[src/verilog/nmc_pkg.sv]
/*
 * Constants, field layouts and helpers of the configuration bank.
 * Assumes byte-wide nonvolatile storage and a word-wide register port.
 */
package nmc_pkg;
  // ********************
  // Widths
  // ********************
  localparam int unsigned AW = 13;
  localparam int unsigned DW = 32;
  localparam int unsigned NVM_AW = 12;
  localparam int unsigned LD_CNT_W = 4;
  localparam logic [LD_CNT_W-1:0] LD_BYTES = 4'h0_00a;

  // ********************
  // Register indexes
  // ********************
  localparam logic [10:0] IDX_THR_VALID = 11'h05c5;
  localparam logic [10:0] IDX_TEMP = 11'h0648;
  localparam logic [10:0] IDX_TB_GROUP = 11'h06a3;
  localparam logic [10:0] IDX_TB_BIT = 11'h06a4;
  localparam logic [10:0] IDX_ATB = 11'h06a5;
  localparam logic [10:0] IDX_PROFILE = 11'h06b1;
  localparam logic [10:0] IDX_SLOTCNT = 11'h06b3;
  localparam logic [10:0] IDX_IRQ_STATUS = 11'h0700;
  localparam logic [10:0] IDX_IRQ_MASK = 11'h0701;
  localparam logic [10:0] IDX_CFG_STATUS = 11'h0702;

  // ********************
  // Fields and codes
  // ********************
  localparam int unsigned THR_VALID_BIT = 0;
  localparam int unsigned PMS_HI_LSB = 6;
  localparam int unsigned PMS_LO_LSB = 4;
  localparam int unsigned RF_HI_LSB = 2;
  localparam int unsigned RF_LO_LSB = 0;
  localparam logic [7:0] TEMP_CODE1_C = 8'h0072;
  localparam logic [7:0] TEMP_CODE2_C = 8'h007d;
  localparam logic [7:0] TEMP_CODE3_C = 8'h0082;
  localparam logic [7:0] ATB_FIRST = 8'h0078;
  localparam logic [7:0] ATB_LAST = 8'h007b;
  localparam logic [7:0] SLOT_ID_FIRST = 8'h0020;
  localparam logic [7:0] SLOT_ID_LAST = 8'h0022;
  localparam logic [7:0] MODE_ISO = 8'h0000;
  localparam logic [7:0] MODE_PAY = 8'h0001;
  localparam logic [7:0] SLOTS_MIN = 8'h0001;
  localparam logic [7:0] SLOTS_MAX = 8'h0003;

  // ********************
  // Reset values
  // ********************
  localparam logic [7:0] RST_BYTE = 8'h0000;
  localparam logic [15:0] RST_PROFILE = 16'h0000;
  localparam logic [23:0] RST_SLOTCNT = 24'h01_00ff;

  // ********************
  // Events and load stream
  // ********************
  localparam int unsigned EV_PMS_HI = 0;
  localparam int unsigned EV_PMS_LO = 1;
  localparam int unsigned EV_RF_HI = 2;
  localparam int unsigned EV_RF_LO = 3;
  localparam int unsigned EV_RESERVED = 4;
  localparam int unsigned EV_LOADED = 5;
  localparam int unsigned EV_W = 6;
  localparam logic [LD_CNT_W-1:0] LD_THR = 4'h0_000;
  localparam logic [LD_CNT_W-1:0] LD_TEMP = 4'h0_001;
  localparam logic [LD_CNT_W-1:0] LD_TBG = 4'h0_002;
  localparam logic [LD_CNT_W-1:0] LD_TBB = 4'h0_003;
  localparam logic [LD_CNT_W-1:0] LD_ATB = 4'h0_004;
  localparam logic [LD_CNT_W-1:0] LD_PROF_HI = 4'h0_005;
  localparam logic [LD_CNT_W-1:0] LD_PROF_LO = 4'h0_006;
  localparam logic [LD_CNT_W-1:0] LD_CNT_B2 = 4'h0_007;
  localparam logic [LD_CNT_W-1:0] LD_CNT_B1 = 4'h0_008;
  localparam logic [LD_CNT_W-1:0] LD_CNT_B0 = 4'h0_009;

  // Storage byte address of each load step
  function automatic logic [NVM_AW-1:0] nvm_byte_addr(
    input logic [LD_CNT_W-1:0] k);
    case (k)
      4'h0_000: nvm_byte_addr = 12'h05c5;
      4'h0_001: nvm_byte_addr = 12'h0648;
      4'h0_002: nvm_byte_addr = 12'h06a3;
      4'h0_003: nvm_byte_addr = 12'h06a4;
      4'h0_004: nvm_byte_addr = 12'h06a5;
      4'h0_005: nvm_byte_addr = 12'h06b1;
      4'h0_006: nvm_byte_addr = 12'h06b2;
      4'h0_007: nvm_byte_addr = 12'h06b3;
      4'h0_008: nvm_byte_addr = 12'h06b4;
      default: nvm_byte_addr = 12'h06b5;
    endcase
  endfunction : nvm_byte_addr

  // Word address match
  function automatic logic reg_hit(input logic [AW-1:0] a,
    input logic [10:0] idx);
    reg_hit = (a == {idx, 2'b00});
  endfunction : reg_hit
endpackage : nmc_pkg

[src/verilog/nmc_load_if.sv]
/*
 * Load stream from the storage loader into the register bank.
 * Assumes both ends share one clock.
 */
`timescale 1ns/10ps
interface nmc_load_if;
  import nmc_pkg::*;
  logic wr;
  logic [LD_CNT_W-1:0] sel;
  logic [7:0] data;
  logic done;
  modport loader(output wr, output sel, output data, output done);
  modport bank(input wr, input sel, input data, input done);
endinterface : nmc_load_if

[src/verilog/nmc_loader.sv]
/*
 * Reads every parameter byte from nonvolatile storage after reset.
 * Assumes storage answers each read with a one-cycle acknowledge.
 */
`timescale 1ns/10ps
module nmc_loader
  import nmc_pkg::*;
(
  // Clock and reset
  input wire logic clk,
  input wire logic nrst,
  input wire logic ce,
  // Storage read port
  output logic nvm_rd,
  output logic [NVM_AW-1:0] nvm_addr,
  input wire logic nvm_ack,
  input wire logic [7:0] nvm_data,
  // Load stream
  nmc_load_if.loader ld
);
  typedef enum logic [3:0] {
    S_IDLE = 4'b0001,
    S_REQ = 4'b0010,
    S_WAIT = 4'b0100,
    S_DONE = 4'b1000
  } nmc_ld_state_e;

  nmc_ld_state_e state_q;
  logic [LD_CNT_W-1:0] cnt_q;
  logic [NVM_AW-1:0] addr_q;

  assign nvm_rd = (state_q == S_REQ);
  assign nvm_addr = addr_q;

  // ********************
  // Sequencer
  // ********************
  always_ff @(posedge clk or negedge nrst) begin
    if (!nrst) begin
      state_q <= S_IDLE;
      cnt_q <= '0;
      addr_q <= '0;
      ld.wr <= 1'b0;
      ld.sel <= '0;
      ld.data <= 8'h0000;
      ld.done <= 1'b0;
    end else if (ce) begin
      ld.wr <= 1'b0;
      case (state_q)
        S_IDLE: begin
          addr_q <= nvm_byte_addr(cnt_q);
          state_q <= S_REQ;
        end
        S_REQ: begin
          state_q <= S_WAIT;
        end
        S_WAIT: begin
          if (nvm_ack) begin
            ld.wr <= 1'b1;
            ld.sel <= cnt_q;
            ld.data <= nvm_data;
            if (cnt_q == LD_BYTES - 4'h0_001) begin
              state_q <= S_DONE;
            end else begin
              cnt_q <= cnt_q + 4'h0_001;
              addr_q <= nvm_byte_addr(cnt_q + 4'h0_001);
              state_q <= S_REQ;
            end
          end
        end
        S_DONE: begin
          ld.done <= 1'b1;
        end
        default: begin
          state_q <= S_IDLE;
        end
      endcase
    end
  end
endmodule : nmc_loader

[src/verilog/nmc_bank.sv]
/*
 * Configuration parameter bank: storage load, register port, decoded
 * controls for calibration, temperature warnings, test buses and the
 * contact slots, and a sticky interrupt status.
 * Assumes synchronous inputs, one clock and a storage read port.
 */
`timescale 1ns/10ps
// What this block does
// - A set threshold-valid bit makes the device use stored detect thresholds and skip their calibration.
// - Calibration runs again only after the bit is cleared and a power-on reset follows, never on the clear alone.
// - Power sensor high limit is bits 7:6 and low limit bits 5:4; code 0 is off, 1..3 mean 114, 125, 130 C.
// - RF front-end high limit is bits 3:2 and low limit bits 1:0, with the same codes.
// - An 8-bit group select picks which digital signal group goes to the test bus; undefined codes are reserved.
// - An 8-bit bit select picks which bit of that group is observed; undefined codes are reserved.
// - The analog select takes 0x78..0x7B for patchbox 0..3; every other code is reserved.
// - The profile upper byte names the slot: 0x20, 0x21, 0x22 for slots 1, 2, 3; others are reserved.
// - The profile lower byte picks the mode: 0x00 plain contact, 0x01 payment terminal; others reserved.
// - Slot count byte 15:8 enables slots cumulatively: 1, 2 or 3 slots; codes 0x04 and up are reserved.
module nmc_bank
  import nmc_pkg::*;
(
  // Clock and reset
  input wire logic clk,
  input wire logic nrst,
  input wire logic ce,
  // Register port
  input wire logic [AW-1:0] reg_addr,
  input wire logic [DW-1:0] reg_wdata,
  input wire logic reg_wr,
  input wire logic reg_rd,
  output logic [DW-1:0] reg_rdata,
  // Storage read port
  output logic nvm_rd,
  output logic [NVM_AW-1:0] nvm_addr,
  input wire logic nvm_ack,
  input wire logic [7:0] nvm_data,
  // Interrupt
  output logic irq,
  // Calibration control
  output logic cal_skip,
  output logic cal_start,
  output logic cfg_ready,
  // Temperature sensors in degrees Celsius
  input wire logic [7:0] pms_temp,
  input wire logic [7:0] rf_temp,
  // Test bus selection
  output logic [7:0] dtb_group,
  output logic [7:0] dtb_bit,
  output logic [3:0] atb_patchbox_en,
  // Contact slots
  output logic [2:0] slot_en,
  output logic [2:0] slot_payment_mode
);
  // ********************
  // Declarations
  // ********************
  nmc_load_if ld ();

  logic [7:0] thr_valid_q;
  logic [7:0] temp_q;
  logic [7:0] tbg_q;
  logic [7:0] tbb_q;
  logic [7:0] atb_q;
  logic [15:0] prof_q;
  logic [23:0] cnt_q;
  logic [2:0] slot_pay_q;
  logic [EV_W-1:0] st_q;
  logic [EV_W-1:0] mask_q;
  logic [EV_W-1:0] ev;
  logic [EV_W-1:0] clr;
  logic [DW-1:0] rdata_q;
  logic [DW-1:0] rd_val;
  logic done_q;
  logic cal_skip_q;
  logic cal_start_q;
  logic bus_wr;
  logic ld_thr;
  logic ld_temp;
  logic ld_tbg;
  logic ld_tbb;
  logic ld_atb;
  logic ld_prof_hi;
  logic ld_prof_lo;
  logic ld_cnt2;
  logic ld_cnt1;
  logic ld_cnt0;
  logic atb_upd;
  logic prof_upd;
  logic cnt_upd;
  logic [7:0] atb_new;
  logic [15:0] prof_new;
  logic [7:0] cnt_new;
  logic prof_ok;
  logic [1:0] slot_idx;
  logic load_fin;

  // ********************
  // Helpers
  // ********************
  // Limit of a two-bit temperature code
  function automatic logic [7:0] temp_limit(input logic [1:0] code);
    case (code)
      2'b01: temp_limit = TEMP_CODE1_C;
      2'b10: temp_limit = TEMP_CODE2_C;
      default: temp_limit = TEMP_CODE3_C;
    endcase
  endfunction : temp_limit

  // Trip of an enabled limit
  function automatic logic temp_trip(input logic [1:0] code,
    input logic [7:0] t);
    temp_trip = (code != 2'b00) && (t >= temp_limit(code));
  endfunction : temp_trip

  // Analog select code in the patchbox range
  function automatic logic atb_ok(input logic [7:0] v);
    atb_ok = (v >= ATB_FIRST) && (v <= ATB_LAST);
  endfunction : atb_ok

  // Slot count code in the defined range
  function automatic logic cnt_ok(input logic [7:0] v);
    cnt_ok = (v >= SLOTS_MIN) && (v <= SLOTS_MAX);
  endfunction : cnt_ok

  // ********************
  // Storage loader
  // ********************
  nmc_loader u_loader (
    .clk(clk),
    .nrst(nrst),
    .ce(ce),
    .nvm_rd(nvm_rd),
    .nvm_addr(nvm_addr),
    .nvm_ack(nvm_ack),
    .nvm_data(nvm_data),
    .ld(ld.loader)
  );

  // ********************
  // Write decode
  // ********************
  assign bus_wr = reg_wr && ld.done;
  assign ld_thr = ld.wr && (ld.sel == LD_THR);
  assign ld_temp = ld.wr && (ld.sel == LD_TEMP);
  assign ld_tbg = ld.wr && (ld.sel == LD_TBG);
  assign ld_tbb = ld.wr && (ld.sel == LD_TBB);
  assign ld_atb = ld.wr && (ld.sel == LD_ATB);
  assign ld_prof_hi = ld.wr && (ld.sel == LD_PROF_HI);
  assign ld_prof_lo = ld.wr && (ld.sel == LD_PROF_LO);
  assign ld_cnt2 = ld.wr && (ld.sel == LD_CNT_B2);
  assign ld_cnt1 = ld.wr && (ld.sel == LD_CNT_B1);
  assign ld_cnt0 = ld.wr && (ld.sel == LD_CNT_B0);

  assign atb_upd = ld_atb || (bus_wr && reg_hit(reg_addr, IDX_ATB));
  assign atb_new = ld_atb ? ld.data : reg_wdata[7:0];
  assign prof_upd = ld_prof_lo ||
                    (bus_wr && reg_hit(reg_addr, IDX_PROFILE));
  assign prof_new = ld_prof_lo ? {prof_q[15:8], ld.data} :
                    reg_wdata[15:0];
  assign cnt_upd = ld_cnt1 || (bus_wr && reg_hit(reg_addr, IDX_SLOTCNT));
  assign cnt_new = ld_cnt1 ? ld.data : reg_wdata[15:8];
  assign prof_ok = (prof_new[15:8] >= SLOT_ID_FIRST) &&
                   (prof_new[15:8] <= SLOT_ID_LAST) &&
                   ((prof_new[7:0] == MODE_ISO) ||
                    (prof_new[7:0] == MODE_PAY));
  assign slot_idx = 2'(prof_new[15:8] - SLOT_ID_FIRST);

  // ********************
  // Parameter registers
  // ********************
  always_ff @(posedge clk or negedge nrst) begin
    if (!nrst) begin
      thr_valid_q <= RST_BYTE;
    end else if (ce) begin
      if (ld_thr) begin
        thr_valid_q <= {7'h0_000, ld.data[THR_VALID_BIT]};
      end else if (bus_wr && reg_hit(reg_addr, IDX_THR_VALID)) begin
        thr_valid_q <= {7'h0_000, reg_wdata[THR_VALID_BIT]};
      end
    end
  end

  always_ff @(posedge clk or negedge nrst) begin
    if (!nrst) begin
      temp_q <= RST_BYTE;
    end else if (ce) begin
      if (ld_temp) begin
        temp_q <= ld.data;
      end else if (bus_wr && reg_hit(reg_addr, IDX_TEMP)) begin
        temp_q <= reg_wdata[7:0];
      end
    end
  end

  always_ff @(posedge clk or negedge nrst) begin
    if (!nrst) begin
      tbg_q <= RST_BYTE;
      tbb_q <= RST_BYTE;
    end else if (ce) begin
      if (ld_tbg) begin
        tbg_q <= ld.data;
      end else if (bus_wr && reg_hit(reg_addr, IDX_TB_GROUP)) begin
        tbg_q <= reg_wdata[7:0];
      end
      if (ld_tbb) begin
        tbb_q <= ld.data;
      end else if (bus_wr && reg_hit(reg_addr, IDX_TB_BIT)) begin
        tbb_q <= reg_wdata[7:0];
      end
    end
  end

  always_ff @(posedge clk or negedge nrst) begin
    if (!nrst) begin
      atb_q <= RST_BYTE;
    end else if (ce && atb_upd) begin
      atb_q <= atb_new;
    end
  end

  always_ff @(posedge clk or negedge nrst) begin
    if (!nrst) begin
      prof_q <= RST_PROFILE;
    end else if (ce) begin
      if (ld_prof_hi) begin
        prof_q[15:8] <= ld.data;
      end else if (prof_upd) begin
        prof_q <= prof_new;
      end
    end
  end

  always_ff @(posedge clk or negedge nrst) begin
    if (!nrst) begin
      cnt_q <= RST_SLOTCNT;
    end else if (ce) begin
      if (ld_cnt2) begin
        cnt_q[23:16] <= ld.data;
      end else if (ld_cnt1) begin
        cnt_q[15:8] <= ld.data;
      end else if (ld_cnt0) begin
        cnt_q[7:0] <= ld.data;
      end else if (cnt_upd) begin
        cnt_q <= reg_wdata[23:0];
      end
    end
  end

  // Per-slot mode, only defined slot and mode codes take effect
  always_ff @(posedge clk or negedge nrst) begin
    if (!nrst) begin
      slot_pay_q <= 3'h0_000;
    end else if (ce && prof_upd && prof_ok) begin
      slot_pay_q[slot_idx] <= prof_new[0];
    end
  end

  // ********************
  // Calibration control
  // ********************
  assign load_fin = ld.done && !done_q;

  always_ff @(posedge clk or negedge nrst) begin
    if (!nrst) begin
      done_q <= 1'b0;
      cal_skip_q <= 1'b0;
      cal_start_q <= 1'b0;
    end else if (ce) begin
      done_q <= ld.done;
      cal_start_q <= 1'b0;
      // Decided once per reset from the loaded flag
      if (load_fin) begin
        cal_skip_q <= thr_valid_q[THR_VALID_BIT];
        cal_start_q <= !thr_valid_q[THR_VALID_BIT];
      end
    end
  end

  // ********************
  // Events and interrupt
  // ********************
  always_comb begin
    ev = '0;
    if (done_q) begin
      ev[EV_PMS_HI] = temp_trip(temp_q[PMS_HI_LSB +: 2], pms_temp);
      ev[EV_PMS_LO] = temp_trip(temp_q[PMS_LO_LSB +: 2], pms_temp);
      ev[EV_RF_HI] = temp_trip(temp_q[RF_HI_LSB +: 2], rf_temp);
      ev[EV_RF_LO] = temp_trip(temp_q[RF_LO_LSB +: 2], rf_temp);
    end
    ev[EV_RESERVED] = (atb_upd && !atb_ok(atb_new)) ||
                      (prof_upd && !prof_ok) ||
                      (cnt_upd && !cnt_ok(cnt_new));
    ev[EV_LOADED] = load_fin;
  end

  assign clr = (bus_wr && reg_hit(reg_addr, IDX_IRQ_STATUS)) ?
               reg_wdata[EV_W-1:0] : '0;

  // Set wins over a clear in the same cycle
  always_ff @(posedge clk or negedge nrst) begin
    if (!nrst) begin
      st_q <= '0;
    end else if (ce) begin
      st_q <= (st_q & ~clr) | ev;
    end
  end

  always_ff @(posedge clk or negedge nrst) begin
    if (!nrst) begin
      mask_q <= '0;
    end else if (ce && bus_wr && reg_hit(reg_addr, IDX_IRQ_MASK)) begin
      mask_q <= reg_wdata[EV_W-1:0];
    end
  end

  assign irq = |(st_q & mask_q);

  // ********************
  // Read port
  // ********************
  always_comb begin
    rd_val = '0;
    if (reg_hit(reg_addr, IDX_THR_VALID)) begin
      rd_val[7:0] = thr_valid_q;
    end else if (reg_hit(reg_addr, IDX_TEMP)) begin
      rd_val[7:0] = temp_q;
    end else if (reg_hit(reg_addr, IDX_TB_GROUP)) begin
      rd_val[7:0] = tbg_q;
    end else if (reg_hit(reg_addr, IDX_TB_BIT)) begin
      rd_val[7:0] = tbb_q;
    end else if (reg_hit(reg_addr, IDX_ATB)) begin
      rd_val[7:0] = atb_q;
    end else if (reg_hit(reg_addr, IDX_PROFILE)) begin
      rd_val[15:0] = prof_q;
    end else if (reg_hit(reg_addr, IDX_SLOTCNT)) begin
      rd_val[23:0] = cnt_q;
    end else if (reg_hit(reg_addr, IDX_IRQ_STATUS)) begin
      rd_val[EV_W-1:0] = st_q;
    end else if (reg_hit(reg_addr, IDX_IRQ_MASK)) begin
      rd_val[EV_W-1:0] = mask_q;
    end else if (reg_hit(reg_addr, IDX_CFG_STATUS)) begin
      rd_val[2:0] = {slot_pay_q != 3'h0_000, cal_skip_q, done_q};
    end
  end

  // Data stands only in the cycle after the strobe
  always_ff @(posedge clk or negedge nrst) begin
    if (!nrst) begin
      rdata_q <= '0;
    end else if (ce) begin
      rdata_q <= reg_rd ? rd_val : '0;
    end
  end

  assign reg_rdata = rdata_q;

  // ********************
  // Controls out
  // ********************
  assign cal_skip = cal_skip_q;
  assign cal_start = cal_start_q;
  assign cfg_ready = done_q;
  assign dtb_group = done_q ? tbg_q : 8'h0000;
  assign dtb_bit = done_q ? tbb_q : 8'h0000;

  // One patchbox per defined code, none for reserved codes
  always_comb begin
    atb_patchbox_en = 4'h0_000;
    if (done_q && atb_ok(atb_q)) begin
      atb_patchbox_en[2'(atb_q - ATB_FIRST)] = 1'b1;
    end
  end

  // Cumulative enables from the slot count byte
  always_comb begin
    slot_en = 3'h0_000;
    if (done_q) begin
      case (cnt_q[15:8])
        8'h0001: slot_en = 3'h0_001;
        8'h0002: slot_en = 3'h0_003;
        8'h0003: slot_en = 3'h0_007;
        default: slot_en = 3'h0_000;
      endcase
    end
  end

  assign slot_payment_mode = done_q ? slot_pay_q : 3'h0_000;
endmodule : nmc_bank

[config.mk]
export PLATFORM = sky130hd
export DESIGN_NAME = nmc_bank
export DESIGN_NICKNAME = d
export VERILOG_FILES = /design/src/verilog/nmc_pkg.sv /design/src/verilog/nmc_load_if.sv /design/src/verilog/nmc_loader.sv /design/src/verilog/nmc_bank.sv
export SDC_FILE = /design/constraint.sdc
export NUM_CORES = 1
export LEC_CHECK = 0
export ABC_AREA = 1
export BUFFER_PORTS_ARGS = -buffer_cell sky130_fd_sc_hd__buf_2
export CORE_ASPECT_RATIO = 1.75
export CORE_MARGIN = 8
export CORE_UTILIZATION = 60
export CTS_CLUSTER_DIAMETER = 100
export CTS_CLUSTER_SIZE = 12
export DETAILED_ROUTE_END_ITERATION = 16
export PLACE_DENSITY = 0.84
export SLEW_MARGIN = 20
export SYNTH_ARGS = -nofsm -noshare
export SYNTH_HDL_FRONTEND = slang
export SYNTH_SLANG_ARGS = --single-unit
[constraint.sdc]
create_clock -name clk -period 3.6 [get_ports clk]
set_input_delay 0.9 -clock clk [delete_from_list [all_inputs] [get_ports clk]]
set_output_delay 0.9 -clock clk [all_outputs]
set_load 0.02 [all_outputs]
==> results.yml <==
run_status:
  status: "completed"
worst_setup_path:
  rr_endpoint: "slot_pay_q[0]$_DFFE_PN0P_"
  required_ns: 2.70
  r2r_slack_ns: 1.21
  r2r-start: "u_loader.ld.sel[0]$_DFFE_PN0P_"
  path_max_fanout: 23
  endpoint_kind: "output port"
  cp-start-kind: "register"
  r2r_cells: 14
  path_class: "register to output port"
  arrival_ns: 2.13
cts:
  hold_buffers: 0
  cts_tree: "yes"
  clockBufferDepth: 2
  htree_levels: 4
  clk_latency_ns: 0.43
  cts-root-buf: "clkbuf_16"
  clk_pin_slew_ns: 0.07
  postCtsSetupBuffers: 0
  cts_inserted_buffers: 17
  cts.sinks: 148
  cts_resized: 0
routing:
  routed_via_density: 5.789
  first_iter_violations: 698
  vias: 9308
  drt_pre_antenna_iters: 5
  drtAntennaViolNets: 0
  wl_per_cell_um: 19.21
  wirelength_um: 30890
  post-route-drc-count: 0
min_path:
  hp-class: "input port to async pin"
global_route:
  overflow: 0
  antenna_found_initial: 0
  grt_pass1_wl_um: 48400
  first_global_vias: 9349
  grt_max_degree: 69
  grt.total_usage_pct: 30.42
timing:
  layout_setup_ws_ns: 0.5657
  final-hold-violation-count: 0
  setup_viol: 0
  period_share_pct: 84.29
  max_freq_ghz: 0.3296
  rsz0062_at_grt: "no"
  fin_tns_setup_ns: 0
  drv_slew: 0
  worstMarginPinSlew_ns: 1.042
  fin_crit_ns: 3.034
  clock_skew_ns: 0.009303
  hold_ws_ns: 0.4481
  relSlewSlack_pct: 29.79
power_and_ir_drop:
  power_mw: 6.459
  p_leak_nw: 5.691
  powerDensity_mw_per_mm2: 597.1
  ir_worst_vdd_uv: 500.9
floorplan:
  die-height_um: 182.0
  die-area_mm2: 0.02017
  num_rows: 60
  core-area_mm2: 0.01539
  num_io_pins: 150
  initial_core_util_pct: 61.37
  die_width_um: 110.8
job:
  maxCapViolations: 0
synthesis:
  async_reset_ff_share_pct: 100.0
  synth_edf_count: 0
  ys_seq_elements: 148
  syn_avg_cell_area_um2: 7.378
  synthCells: 1280
  yosysUniqueCellTypes: 53
  synth_area_leader_cell: "dfrtp_1"
  ys.flop_type: "dfrtp_1"
  ys_seq_area_share_pct: 39.35
  yosys_warnings: 0
  synth_area_leaders: "dfrtp_1 37%, nand2_1 14%, o21ai_0 9.0%"
  synth.cell_area_mm2: 0.009444
  synth.top_cell.area_share_pct: 36.57
final_layout:
  fillers: 1338
  antenna_cells: 0
  nets: 1535
  area_delta_synth_final_pct: 14.53
  utilization_pct: 70.28
  drive_above_1_share_pct: 16.10
place:
  place_congestion: 0.9997
  dpl_worst_slack_ns: 0.6868
  hpwl_um: 23620
  portBuffers: 132
-- Yosys cell counts (8+ instances only) --
library cell / count
dfstp_2: 10
o211ai_1: 25
nor2_1: 70
nand2_1: 360
nand3_1: 34
ha_1: 51
inv_1: 190
nor4_1: 8
a21oi_1: 40
nand4_1: 19
clkbuf_1: 24
o21ai_1: 10
a31oi_1: 12
a32o_1: 8
buf_4: 12
dfrtp_1: 138
o21ai_0: 169
o22ai_1: 10
inv_2: 9
-- where the power goes --
part	internal (mW)	switching [mW]
registers	2.11	0.360
clock network	0.927	0.821
logic	0.718	1.52
total	3.76	2.70
-- critical path, stage by stage (launching register included) --
cell	delay, ns
dfrtp_1	0.36
buf_4	0.28
nand4_1	0.15
nor4_1	0.42
inv_1	0.12
nor3_1	0.16
buf_2	0.20
-- registers in the layout, indices dropped and copies added (netlist names), 8 cells and up --
| signal | count |
|---|---|
| atb_q | 8 |
| cnt_q | 24 |
| prof_q | 16 |
| reg_rdata | 24 |
| tbb_q | 8 |
| tbg_q | 8 |
| temp_q | 8 |
| u_loader.ld.data | 8 |
| u_loader.nvm_addr | 11 |
-- per-stage QoR --
| step | std cells | instance area, µm² |
|---|---|---|
| 6_report | 1608 | 10820 |
| 5_1_grt | 1608 | 10820 |
| 4_1_cts | 1608 | 10820 |
| 3_5_place_dp | 1576 | 10240 |
| 3_3_place_gp | 1576 | 10240 |
| 2_1_floorplan | 1288 | 9474 |
-- kinds of logic (layout without fill, tap and decap cells) --
logic type	after synthesis	after routing	synth area share, %
AOI/OAI and AO/OA	309	309	19.38
adders and majority gates	51	51	6.757
other	1	9	0.03971
xor gates and xnor gates	2	2	0.1855
and+or+nand+nor	522	522	23.66
buffers and inverters	247	381	10.63
DFF	148	148	39.35
-- area by class of cell --
type,count,area [µm²],area share [%]
Multi-Input combinational cell,893,4755,43.96
Sequential cell,148,3716,34.36
Timing Repair Buffer,148,787.0,7.276
Inverter,201,754.5,6.975
Clock buffer,17,425.4,3.933
Tap cell,186,232.7,2.152
Clock inverter,15,146.4,1.353
-- cells in the final DEF (no fill, tap or decap), drive strengths merged, types with 4 or more instances in the layout --
cell type,synthesis,layout
dfstp,10,10
nor4,8,8
o2111a,4,4
o21ai,185,185
o31ai,4,4
inv,199,212
nor3,12,12
a31oi,12,12
nand2,363,363
a32o,8,8
nand3,37,37
ha,51,51
conb,1,9
buf,22,148
o2111ai,7,7
o22ai,11,11
nand4,19,19
a21oi,41,41
clkbuf,24,17
o211ai,25,25
nor2,79,79
dfrtp,138,138
-- metal layers --
metal	wire length [µm]	track usage, %	share of wire (%)
met1	10320	29.54	33
met2	16210	55.53	52
met3	2173	6.238	7.0
met4	2193	22.01	7.1
met5	0	0	0
-- worst max-delay path by stage --
stage | to | cells past startpoint | from | slack (ns)
6_report | atb_patchbox_en[2] | 6 | cfg_ready$_DFFE_PN0P_ | 0.57
3_5_place_dp | temp_q[4]$_DFFE_PN0P_ | 8 | reg_addr[10] | 0.69
4_1_cts | atb_patchbox_en[2] | 6 | cfg_ready$_DFFE_PN0P_ | 0.58
2_1_floorplan | slot_en[0] | 2 | cfg_ready$_DFFE_PN0P_ | 0.96
5_1_grt | atb_patchbox_en[2] | 6 | cfg_ready$_DFFE_PN0P_ | 0.39
3_3_place_gp | reg_rdata[0]$_DFFE_PN0P_ | 13 | reg_addr[10] | 0.73
(Power assumes the default switching activity.)
